**src/hw/port_regs_defs.svh**
```systemverilog
// register offsets, field positions and reset values of the port 0 bank
// assumes an 8-bit register space reached by a simple strobe port
`ifndef PORT_REGS_DEFS_SVH
`define PORT_REGS_DEFS_SVH

`define LINE_IFACE_LOCK_STATUS_ADDR     8'h81
`define OPTICAL_MODULE_CTRL_STATUS_ADDR 8'h83
`define PORT_CLOCK_ENABLE_ADDR          8'h84
`define RX_FRAMING_CTRL_ADDR            8'h85
`define RX_FILTER_CTRL_ADDR             8'h86
`define TEST_SOURCE_SELECT_ADDR         8'h89
`define FRAME_COUNTER_CTRL_ADDR         8'h8B

// transceiver register bits
`define XCVR_SIGNAL_LOST_BIT 7
`define XCVR_FAULT_BIT       6
`define XCVR_PRESENT_BIT     5
`define XCVR_LASER_OFF_BIT   0

// writable masks per register
`define XCVR_WR_MASK   8'h01
`define ENABLE_WR_MASK 8'h13
`define FRAMING_WR_MASK 8'h0F
`define FILTER_WR_MASK 8'h08
`define TESTSRC_WR_MASK 8'hEE
`define CNTCTL_WR_MASK 8'h81

// reset values of the writable registers
`define XCVR_RESET    8'h00
`define ENABLE_RESET  8'h00
`define FRAMING_RESET 8'h00
`define FILTER_RESET  8'h00
`define TESTSRC_RESET 8'h00
`define CNTCTL_RESET  8'h00

// debug packet payload counter range
`define DEBUG_COUNT_FIRST 8'h00
`define DEBUG_COUNT_LAST  8'h95

`endif

```
**src/hw/port_regs_pkg.sv**
```systemverilog
// types shared by the port 0 control and status bank
// assumes the constants header is included by the design file
package port_regs_pkg;

   typedef enum logic [1:0]
   {
      TXSRC_NORMAL      = 2'b00,
      TXSRC_DEBUG_PCS   = 2'b01,
      TXSRC_DEBUG_NOPCS = 2'b10,
      TXSRC_NORMAL_ALT  = 2'b11
   } tx_src_e;

   typedef struct packed
   {
      logic [7:0] xcvr;
      logic [7:0] enable;
      logic [7:0] framing;
      logic [7:0] filter;
      logic [7:0] testsrc;
      logic [7:0] cntctl;
      logic [7:0] rdata;
      logic [7:0] dbg_count;
      logic [2:0] s_line_tx;
      logic [2:0] s_line_rx;
      logic [2:0] s_los;
      logic [2:0] s_fault;
      logic [2:0] s_pres;
      logic [2:0] s_txl;
      logic [2:0] s_rxl;
      logic [2:0] s_sysl;
      logic [2:0] s_sh;
      logic [2:0] s_hber;
      logic [9:0] st;
   } regs_s;

endpackage : port_regs_pkg

```
**src/hw/port_ctrl_status.sv**
```systemverilog
// control and status bank for the 10 Gb/s port 0
// assumes status inputs are asynchronous pins; strobe bus on sys_clk
//
// What this block does
// RULE1: line status: tx lock bit1, rx lock bit0
// RULE2: transceiver reads signal lost, fault, present
// RULE3: laser off bit disables module transmitter
// RULE4: enable reg bits 7..5 show pll locks
// RULE5: enable bit4 clear resets rx clock manager
// RULE6: enable bit1 clear resets tx clock manager
// RULE7: enable bit0 clear resets line interface
// RULE8: link good = sync found and not high ber
// RULE9: framing bit6 shows sync header found
// RULE10: framing bit5 shows high error rate
// RULE11: source field: 00 off, 01 fifo, 1x test
// RULE12: bit1 gates collection until link established
// RULE13: software pulses bit0 to restart sync
// RULE14: filter bit3 stops idle removal
// RULE15: select bit7 substitutes prbs15 rx data
// RULE16: select bit6 sends debug counter packets
// RULE17: select bit5 routes ddr2 fifo to tx
// RULE18: select bit3 transmits prbs
// RULE19: tx debug field picks data source
// RULE20: counter bit7 enables, clear resets counters
// RULE21: counter bit0 freezes counter values
// RULE22: read-only and reserved bit writes ignored
//
// Design decision made here: the plain strobed port.
`include "port_regs_defs.svh"

module port_ctrl_status
(
   input  wire logic       sys_clk,
   input  wire logic       srst,
   input  wire logic [7:0] addr,
   input  wire logic [7:0] wdata,
   input  wire logic       wr,
   input  wire logic       rd,
   output logic      [7:0] rdata,
   input  wire logic       line_tx_pll_locked,
   input  wire logic       line_rx_pll_locked,
   input  wire logic       module_signal_lost,
   input  wire logic       module_fault,
   input  wire logic       module_present,
   input  wire logic       tx_clock_locked,
   input  wire logic       rx_clock_locked,
   input  wire logic       system_clock_locked,
   input  wire logic       sync_header_locked,
   input  wire logic       high_error_rate,
   output logic            module_laser_off,
   output logic            rx_clock_mgr_run,
   output logic            tx_clock_mgr_run,
   output logic            line_iface_run,
   output logic            link_established,
   output logic      [1:0] rx_buffer_source,
   output logic            rx_fifo_enable,
   output logic            rx_test_mode,
   output logic            collect_gated,
   output logic            frame_sync_restart,
   output logic            idle_filter_off,
   output logic            rx_pattern_substitute,
   output logic            tx_debug_packets,
   output logic      [7:0] debug_payload,
   output logic            ddr_fifo_to_tx,
   output logic            tx_pattern_on,
   output logic      [1:0] tx_debug_source,
   output logic            tx_debug_via_pcs,
   output logic            tx_debug_bypass_pcs,
   output logic            err_count_enable,
   output logic            err_count_hold
);

   // **************************************************
   // decode helpers
   // **************************************************
   // a pin change counts once stages two and three agree
   function automatic logic settled(input logic [2:0] s, input logic prev);
      settled = (s[1] == s[2]) ? s[2] : prev;
   endfunction : settled

   function automatic logic [7:0] merge
   (
      input logic [7:0] old,
      input logic [7:0] din,
      input logic [7:0] mask
   );
      merge = (old & ~mask) | (din & mask);
   endfunction : merge

   port_regs_pkg::regs_s q;
   port_regs_pkg::regs_s next_q;

   // filtered pin states, held so a stage mismatch keeps the old value
   logic [9:0] flt;
   logic [9:0] raw;

   assign raw = {high_error_rate, sync_header_locked, system_clock_locked,
                 rx_clock_locked, tx_clock_locked, module_present,
                 module_fault, module_signal_lost, line_rx_pll_locked,
                 line_tx_pll_locked};

   // flt is simply the stored filtered state
   assign flt = q.st;

   // **************************************************
   // next state
   // **************************************************
   always_comb
   begin
      logic [7:0] rv;
      logic       link;
      rv     = 8'h00;
      link   = flt[8] & ~flt[9]; // RULE8
      next_q = q;
      // three-stage synchronisers, first stage read only by the second
      next_q.s_line_tx = {q.s_line_tx[1:0], raw[0]};
      next_q.s_line_rx = {q.s_line_rx[1:0], raw[1]};
      next_q.s_los     = {q.s_los[1:0],     raw[2]};
      next_q.s_fault   = {q.s_fault[1:0],   raw[3]};
      next_q.s_pres    = {q.s_pres[1:0],    raw[4]};
      next_q.s_txl     = {q.s_txl[1:0],     raw[5]};
      next_q.s_rxl     = {q.s_rxl[1:0],     raw[6]};
      next_q.s_sysl    = {q.s_sysl[1:0],    raw[7]};
      next_q.s_sh      = {q.s_sh[1:0],      raw[8]};
      next_q.s_hber    = {q.s_hber[1:0],    raw[9]};
      next_q.st[0] = settled(q.s_line_tx, flt[0]);
      next_q.st[1] = settled(q.s_line_rx, flt[1]);
      next_q.st[2] = settled(q.s_los,     flt[2]);
      next_q.st[3] = settled(q.s_fault,   flt[3]);
      next_q.st[4] = settled(q.s_pres,    flt[4]);
      next_q.st[5] = settled(q.s_txl,     flt[5]);
      next_q.st[6] = settled(q.s_rxl,     flt[6]);
      next_q.st[7] = settled(q.s_sysl,    flt[7]);
      next_q.st[8] = settled(q.s_sh,      flt[8]);
      next_q.st[9] = settled(q.s_hber,    flt[9]);

      // only writable bits are stored; status bits are never written
      if (wr)
      begin
         case (addr)
            `OPTICAL_MODULE_CTRL_STATUS_ADDR:
               next_q.xcvr = merge(q.xcvr, wdata, `XCVR_WR_MASK); // RULE22
            `PORT_CLOCK_ENABLE_ADDR:
               next_q.enable = merge(q.enable, wdata, `ENABLE_WR_MASK);
            `RX_FRAMING_CTRL_ADDR:
               next_q.framing = merge(q.framing, wdata, `FRAMING_WR_MASK);
            `RX_FILTER_CTRL_ADDR:
               next_q.filter = merge(q.filter, wdata, `FILTER_WR_MASK);
            `TEST_SOURCE_SELECT_ADDR:
               next_q.testsrc = merge(q.testsrc, wdata, `TESTSRC_WR_MASK);
            `FRAME_COUNTER_CTRL_ADDR:
               next_q.cntctl = merge(q.cntctl, wdata, `CNTCTL_WR_MASK);
            default:
               next_q.rdata = q.rdata;
         endcase
      end

      // read data stands in the cycle after the strobe only
      if (rd)
      begin
         case (addr)
            `LINE_IFACE_LOCK_STATUS_ADDR:
               rv = {6'h00, flt[0], flt[1]}; // RULE1
            `OPTICAL_MODULE_CTRL_STATUS_ADDR:
               rv = {flt[2], flt[3], flt[4], 4'h0,
                     q.xcvr[`XCVR_LASER_OFF_BIT]}; // RULE2
            `PORT_CLOCK_ENABLE_ADDR:
               rv = {flt[5], flt[6], flt[7], q.enable[4:0]}; // RULE4
            `RX_FRAMING_CTRL_ADDR:
               rv = {link, flt[8], flt[9], 1'b0,
                     q.framing[3:0]}; // RULE9 RULE10
            `RX_FILTER_CTRL_ADDR:
               rv = q.filter;
            `TEST_SOURCE_SELECT_ADDR:
               rv = q.testsrc;
            `FRAME_COUNTER_CTRL_ADDR:
               rv = q.cntctl;
            default:
               rv = 8'h00;
         endcase
      end
      next_q.rdata = rv;

      // debug packet payload wraps after the last count
      if (!q.testsrc[6])
         next_q.dbg_count = `DEBUG_COUNT_FIRST;
      else if (q.dbg_count == `DEBUG_COUNT_LAST)
         next_q.dbg_count = `DEBUG_COUNT_FIRST; // RULE16
      else
         next_q.dbg_count = q.dbg_count + 8'h01;
   end

   // **************************************************
   // state register
   // **************************************************
   always_ff @(posedge sys_clk)
   begin
      if (srst)
      begin
         q         <= '0;
         q.xcvr    <= `XCVR_RESET;
         q.enable  <= `ENABLE_RESET;
         q.framing <= `FRAMING_RESET;
         q.filter  <= `FILTER_RESET;
         q.testsrc <= `TESTSRC_RESET;
         q.cntctl  <= `CNTCTL_RESET;
      end
      else
         q <= next_q;
   end

   // **************************************************
   // registered outputs
   // **************************************************
   always_ff @(posedge sys_clk)
   begin
      if (srst)
      begin
         module_laser_off      <= 1'b0;
         rx_clock_mgr_run      <= 1'b0;
         tx_clock_mgr_run      <= 1'b0;
         line_iface_run        <= 1'b0;
         link_established      <= 1'b0;
         rx_buffer_source      <= 2'b00;
         rx_fifo_enable        <= 1'b0;
         rx_test_mode          <= 1'b0;
         collect_gated         <= 1'b0;
         frame_sync_restart    <= 1'b0;
         idle_filter_off       <= 1'b0;
         rx_pattern_substitute <= 1'b0;
         tx_debug_packets      <= 1'b0;
         debug_payload         <= 8'h00;
         ddr_fifo_to_tx        <= 1'b0;
         tx_pattern_on         <= 1'b0;
         tx_debug_source       <= 2'b00;
         tx_debug_via_pcs      <= 1'b0;
         tx_debug_bypass_pcs   <= 1'b0;
         err_count_enable      <= 1'b0;
         err_count_hold        <= 1'b0;
         rdata                 <= 8'h00;
      end
      else
      begin
         module_laser_off      <= next_q.xcvr[`XCVR_LASER_OFF_BIT]; // RULE3
         rx_clock_mgr_run      <= next_q.enable[4]; // RULE5
         tx_clock_mgr_run      <= next_q.enable[1]; // RULE6
         line_iface_run        <= next_q.enable[0]; // RULE7
         link_established      <= next_q.st[8] & ~next_q.st[9]; // RULE8
         rx_buffer_source      <= next_q.framing[3:2];
         rx_fifo_enable        <= next_q.framing[3:2] == 2'b01; // RULE11
         rx_test_mode          <= next_q.framing[3]; // RULE11
         // raw stream passes unless gating is on and the link is down
         collect_gated         <= next_q.framing[1]
                                  & ~(next_q.st[8] & ~next_q.st[9]); // RULE12
         frame_sync_restart    <= next_q.framing[0]; // RULE13
         idle_filter_off       <= next_q.filter[3]; // RULE14
         rx_pattern_substitute <= next_q.testsrc[7]; // RULE15
         tx_debug_packets      <= next_q.testsrc[6]; // RULE16
         debug_payload         <= next_q.dbg_count; // RULE16
         ddr_fifo_to_tx        <= next_q.testsrc[5]; // RULE17
         tx_pattern_on         <= next_q.testsrc[3]; // RULE18
         tx_debug_source       <= next_q.testsrc[2:1];
         tx_debug_via_pcs      <= next_q.testsrc[2:1]
                                  == port_regs_pkg::TXSRC_DEBUG_PCS; // RULE19
         tx_debug_bypass_pcs   <= next_q.testsrc[2:1]
                                  == port_regs_pkg::TXSRC_DEBUG_NOPCS; // RULE19
         err_count_enable      <= next_q.cntctl[7]; // RULE20
         err_count_hold        <= next_q.cntctl[0]; // RULE21
         rdata                 <= next_q.rdata;
      end
   end

   // **************************************************
   // checks
   // **************************************************
   function automatic logic testsrc_held();
      testsrc_held = q.testsrc[6];
   endfunction : testsrc_held
endmodule : port_ctrl_status

```
**config.mk**
```make
export PLATFORM = sky130hd
export DESIGN_NAME = port_ctrl_status
export DESIGN_NICKNAME = d
export VERILOG_FILES = /design/src/hw/port_regs_pkg.sv /design/src/hw/port_ctrl_status.sv
export VERILOG_INCLUDE_DIRS = /design/src /design/src/hw
export SDC_FILE = /design/constraint.sdc
export NUM_CORES = 1
export LEC_CHECK = 0
export BUFFER_PORTS_ARGS = -buffer_cell sky130_fd_sc_hd__buf_2
export CORE_MARGIN = 1
export CORE_UTILIZATION = 50
export DETAILED_ROUTE_END_ITERATION = 6
export PLACE_DENSITY = 0.75
export REMOVE_ABC_BUFFERS = 1
export SETUP_SLACK_MARGIN = 0.02
export SYNTH_ARGS = -nofsm -noshare
export SYNTH_HDL_FRONTEND = slang
export SYNTH_SLANG_ARGS = --single-unit
export TNS_END_PERCENT = 5
```
**constraint.sdc**
```tcl
create_clock -name sys_clk -period 2.4 [get_ports sys_clk]
set_input_delay 0.24 -clock sys_clk [delete_from_list [all_inputs] [get_ports sys_clk]]
set_output_delay 0.24 -clock sys_clk [all_outputs]
set_load 0.05 [all_outputs]
```
Word level (Yosys, flattened, before mapping) --
Index checks and enable logic that the tools add are counted. Widths: inputs -> output; s select.
Word-level totals: bits in registers 124, bits of input ports 30, word-level logic and storage cells 104, output and inout bits 38
Operators by class: reductions and logical operators 8, add/sub/neg operators 1, equal/unequal tests 21, bitwise logic cells 14, mux-type cells 9
Operators with widths (count):
- $eq 8x8->1 const B | 8
- $pmux 8 s7 | 1
- $mux 45 | 1
- $mux 8 | 4
- $or 8x4->8 | 2
- $reduce_and 2->1 | 6
- $eq 1x1->1 | 10
- $add 8x1->8 const B | 1
- $or 5x8->8 | 1
- $or 7x8->8 | 1
- $or 8x1->8 | 1
- $or 8x5->8 | 1
- $mux 5 | 1
- $not 1->1 | 5
- $eq 2x1->1 const B | 2
- $and 1x1->1 | 3
- $reduce_or 3->1 | 1
- $eq 2x2->1 const B | 1
- $mux 1 | 2
- $reduce_or 2->1 | 1

Depth between registers and ports, before layout --
word-level depth 6, depth in mapped cells 6, depth with buffers taken out 5

Worst setup path before layout --
No wires, ideal clock.
path kind in2reg, start input port addr[5], end register q[70] in the netlist's numbering, slack 0.695 ns, library setup time 0.128 ns, cell stages on the path 5, arrival time 1.577 ns, path buffers 1, data required time 2.272 ns, cells stage by stage or4b_1 buf_2 nor3_4 mux2i_1 nor2_1
On the way: word-level cells in the longest chain between the ends 3
RTL lines:
- start: declaration | RTL line port_ctrl_status.sv:35 | input wire logic [7:0] addr,
- $eq 8x8->1 | RTL line port_ctrl_status.sv:140 | case (addr)
- $mux 8 | RTL line port_ctrl_status.sv:140
- $mux 45 | RTL line port_ctrl_status.sv:138 | if (wr)
- end signal: assignment | RTL line port_ctrl_status.sv:209 | q <= next_q;
- end: declaration | RTL line port_ctrl_status.sv:90 | port_regs_pkg::regs_s q;
Every way passes these cells. A chain may end at the register's enable or synchronous reset.

Final worst setup path --
start input port addr[5], end register collect_gated
On the way: word-level cells in the longest chain between the ends 4
RTL lines:
- $eq 8x8->1 | RTL line port_ctrl_status.sv:140
- $mux 8 | RTL line port_ctrl_status.sv:140
- $mux 45 | RTL line port_ctrl_status.sv:138
- $and 1x1->1 | RTL line port_ctrl_status.sv:254 | & ~(next_q.st[8] & ~next_q.st[9]);
- end signal: assignment | RTL line port_ctrl_status.sv:253 | collect_gated <= next_q.framing[1]
- end: declaration | RTL line port_ctrl_status.sv:58 | output logic collect_gated,
Every way passes these cells.

==> results.md <==
- Outcome: finished, final reports clean
- Final min period: 1.63 ns
- Simple-Gate Fraction of Synth Area: 0.239
- CP endpoint kind: flip-flop
- Vias per cell: 5.20
- RSZ-0062 raised after global routing: no
- Max-slew headroom: 0.653
- Worst hold endpoint: next_q[32]$_SDFF_PP0_
- Net Switching: 0.000519 W
- Num ports: 68
- Synth area leaders: dfxtp_1, nor2b_1, mux2i_1
- Post-synth top area share: 0.514
- Synth Area in XOR/XNOR: 0.0173
- Die height: 80.0 um
- Core ar.: 0.00589 mm^2
- GR Overflow Total: 0
- CP max stage cell: or4b_1
- Cell chain of the critical path: buf_2 -> or4b_1 -> nor3_4 -> mux2i_1 -> a311oi_1
- Crit Path Max Fanout: 6
- Post-synth top cells: dfxtp_1, nor2b_1, nor2_1
- Comb pwr share: 0.044
- P_leak: 1.41 nW
- Setup Skew: 0.00901 ns
- Initial antenna violation count: 0
- Synth Instances: 317
- Fmax: 614 MHz
- Largest net degree at the start of global routing: 28
- Synth cell types: 41
- CP Data Required Time: 2.61 ns
- Leading area contributor after synthesis: dfxtp_1
- Placed Cells: 427
- Antenna-violating nets left: 0
- CTS tree: done
- Max clock buf depth: 2
- Primary FF master, synth: dfxtp_1
- Setup CP Type: in -> reg
- Standard-cell rows: 28
- Die Wd: 80.0 um
- Net count, final: 395
- Synth warn: 0
- Count of hold-fix buffers inserted at cts: 0
- First-pass GRT wire length: 9490 um
- 1st-iter DRT viols: 146
- Post-Synth Adder-Cell Area: 0.00823
- Setup slack, reg-to-reg: 1.20 ns
- Sw frac: 0.222
- Routed WL: 5980 um
- Final Hold Fails: 0
- Fin. max-slew vios: 0
- Clk pwr share: 0.389
- Most common cell in the netlist: dfxtp_1
- Fin crit share: 0.678
- ANT cells: 0
- Top delay family on crit path: simple AND/OR/NAND/NOR gates
- EDFF count, synth: 0
- Synth Area in Compound Gates: 0.0881
- Flip-flop and latch count after synthesis: 78
- Buf/Inv on CP: 1
- Worst path arrival time: 1.84 ns
- Measured slew at the worst slew-check pin: 0.520 ns
- Cell Area, Synth: 0.00304 mm^2
- Die Area: 0.00640 mm^2
- PortBufs: 67
- Number of buffers created by CTS: 9
- Skew-Pair Late Insertion Delay: 0.34 ns
- Post-synthesis mux area share: 0.0630
- Post-DR wirelength/cell: 13.5 um
- Root Buffer: clkbuf_8
- Vias in the first global route: 2,040
- Syn-to-layout area delta: 14.2%
- Internal power: 0.00181 W
- Worst Hold Class: in -> reg
- Drt pass-1 iters: 4
- CTS resizes: 0
- HPWL after detailed placement: 4150 um
- GRT Util Overall: 0.199
- Setup violations, final: 0
- Largest family of logic cells by synthesized area: simple AND/OR/NAND/NOR gates
- Initial Utilization: 0.517
- Power per cell area: 672 mW/mm^2
- Async SR Flop Fraction: 0
- Clock slew at reported path FFs: 0.08 ns
- Share of cells above drive strength 1: 0.242
- Setup_tns: 0 ns
- CP peak stage delay: 0.70 ns
- Reg-to-reg endpoint: debug_payload[2]$_SDFF_PP0_
- Post-CTS setup buffer count: 0
- Non-Filler Instances: 443
- Hold path start: module_signal_lost
- Max-cap violations: 0
- DRC viols: 0
- Register area share after synthesis: 0.514
- Syn Area/Cell: 9.59 um^2
- Setup WS pre-CTS: 0.409 ns
- Final WS setup: 0.772 ns
- WHS Path Cells: 2
- # clock sinks: 78
- Via count: 2,303
- Gpl congestion: 0.821
- R2R cell count: 4
- H-tree Lvls: 3
- Worst setup SP type: primary input
- Seq pwr share: 0.567
- Filler cell count: 520
- Worst r2r src: debug_payload[2]$_SDFF_PP0_
- VDD IR max: 0.377 mV
## stage by stage
step | util | total power [W] | area [um^2] | hold WS (ns)
after floorplan | - | 0.00139 | 2830 | 0.309
after global placement | 0.558 | 0.00145 | 3280 | 0.416
after detailed placement | 0.558 | 0.00145 | 3280 | 0.420
after CTS | 0.590 | 0.00236 | 3470 | 0.0879
after global routing | 0.590 | 0.00242 | 3470 | 0.104
final | 0.590 | 0.00233 | 3470 | 0.0989
## layout make-up
class | instances | area, um^2 | share of cell area
clock inverters | 3 | 17.5 | 0.00505
clock buffers | 13 | 169 | 0.0487
flip-flops and latches | 78 | 1560 | 0.450
repair buffers | 70 | 358 | 0.103
well taps | 75 | 93.8 | 0.0270
multi-input cells | 202 | 1260 | 0.364
inverters | 2 | 7.51 | 0.00216
## power by group through the flow
| stage | Combinational [W] | Clock, W | Sequential (W) |
|---|---|---|---|
| 2_1_floorplan | 0.0000363 | 0 | 0.00135 |
| 3_3_place_gp | 0.0000995 | 0 | 0.00135 |
| 3_5_place_dp | 0.000102 | 0 | 0.00135 |
| 4_1_cts | 0.000103 | 0.000931 | 0.00132 |
| 5_1_grt | 0.000112 | 0.000983 | 0.00132 |
| 6_report | 0.000103 | 0.000909 | 0.00132 |
## registers in the layout, indices dropped and copies added, names as in the netlist
register / flops
tx_debug_bypass_pcs: 1
flt: 10
link_established: 1
q: 27
collect_gated: 1
rx_fifo_enable: 1
debug_payload: 8
tx_debug_via_pcs: 1
next_q: 20
rdata: 8
## worst register-to-register path, stage by stage (launching register included)
cell and delay (ns):
dfxtp_1 0.39, and2_1 0.22, nand4_1 0.11, nand3b_1 0.27
nor2_1 0.09
## cell usage in the layout (no fill, tap or decap), types with 2 or more instances in the layout
master	n
dfxtp_1	78
buf_2	67
nor2b_1	35
nor2_1	29
nand2_1	22
a21oi_1	20
mux2i_1	18
clkbuf_8	12
nand3_1	11
o21ai_0	10
nand3b_1	7
nand4_1	6
xor2_1	5
a32oi_1	3
nand2b_1	3
or3b_1	3
buf_4	3
inv_1	2
and3_1	2
a22o_1	2
and2_1	2
nor3_4	2
nor3_1	2
o21a_1	2
ha_1	2
clkinv_2	2
## worst max-delay path by stage
stage,startpoint,to,slack [ns],depth (start not counted)
floorplan,addr[5],rdata[2]$_SDFF_PP0_,0.42,4
global placement,addr[5],q[71]$_SDFFE_PP0P_,0.48,5
detailed placement,addr[5],collect_gated$_SDFF_PP0_,0.41,5
CTS,addr[5],collect_gated$_SDFF_PP0_,0.78,5
global route,addr[5],q[67]$_SDFFE_PP0P_,0.65,5
finish,addr[5],collect_gated$_SDFF_PP0_,0.77,5
## layer usage
layer / share of wire / GRT usage / vias to the layer above
met5: 0 / 0 / -
met1: 0.44 / 0.238 / 1047
met2: 0.47 / 0.309 / 82
li1: - / - / 1155
met4: 0.030 / 0.130 / 0
met3: 0.062 / 0.0571 / 19
## cells by family after synthesis
group | count (synthesis)
simple gates | 131
flops | 78
compound gates | 44
buf+inv | 37
mux | 19
xor+xnor | 6
fa+ha+maj | 2
No activity file was read; power rests on OpenSTA's default activity.
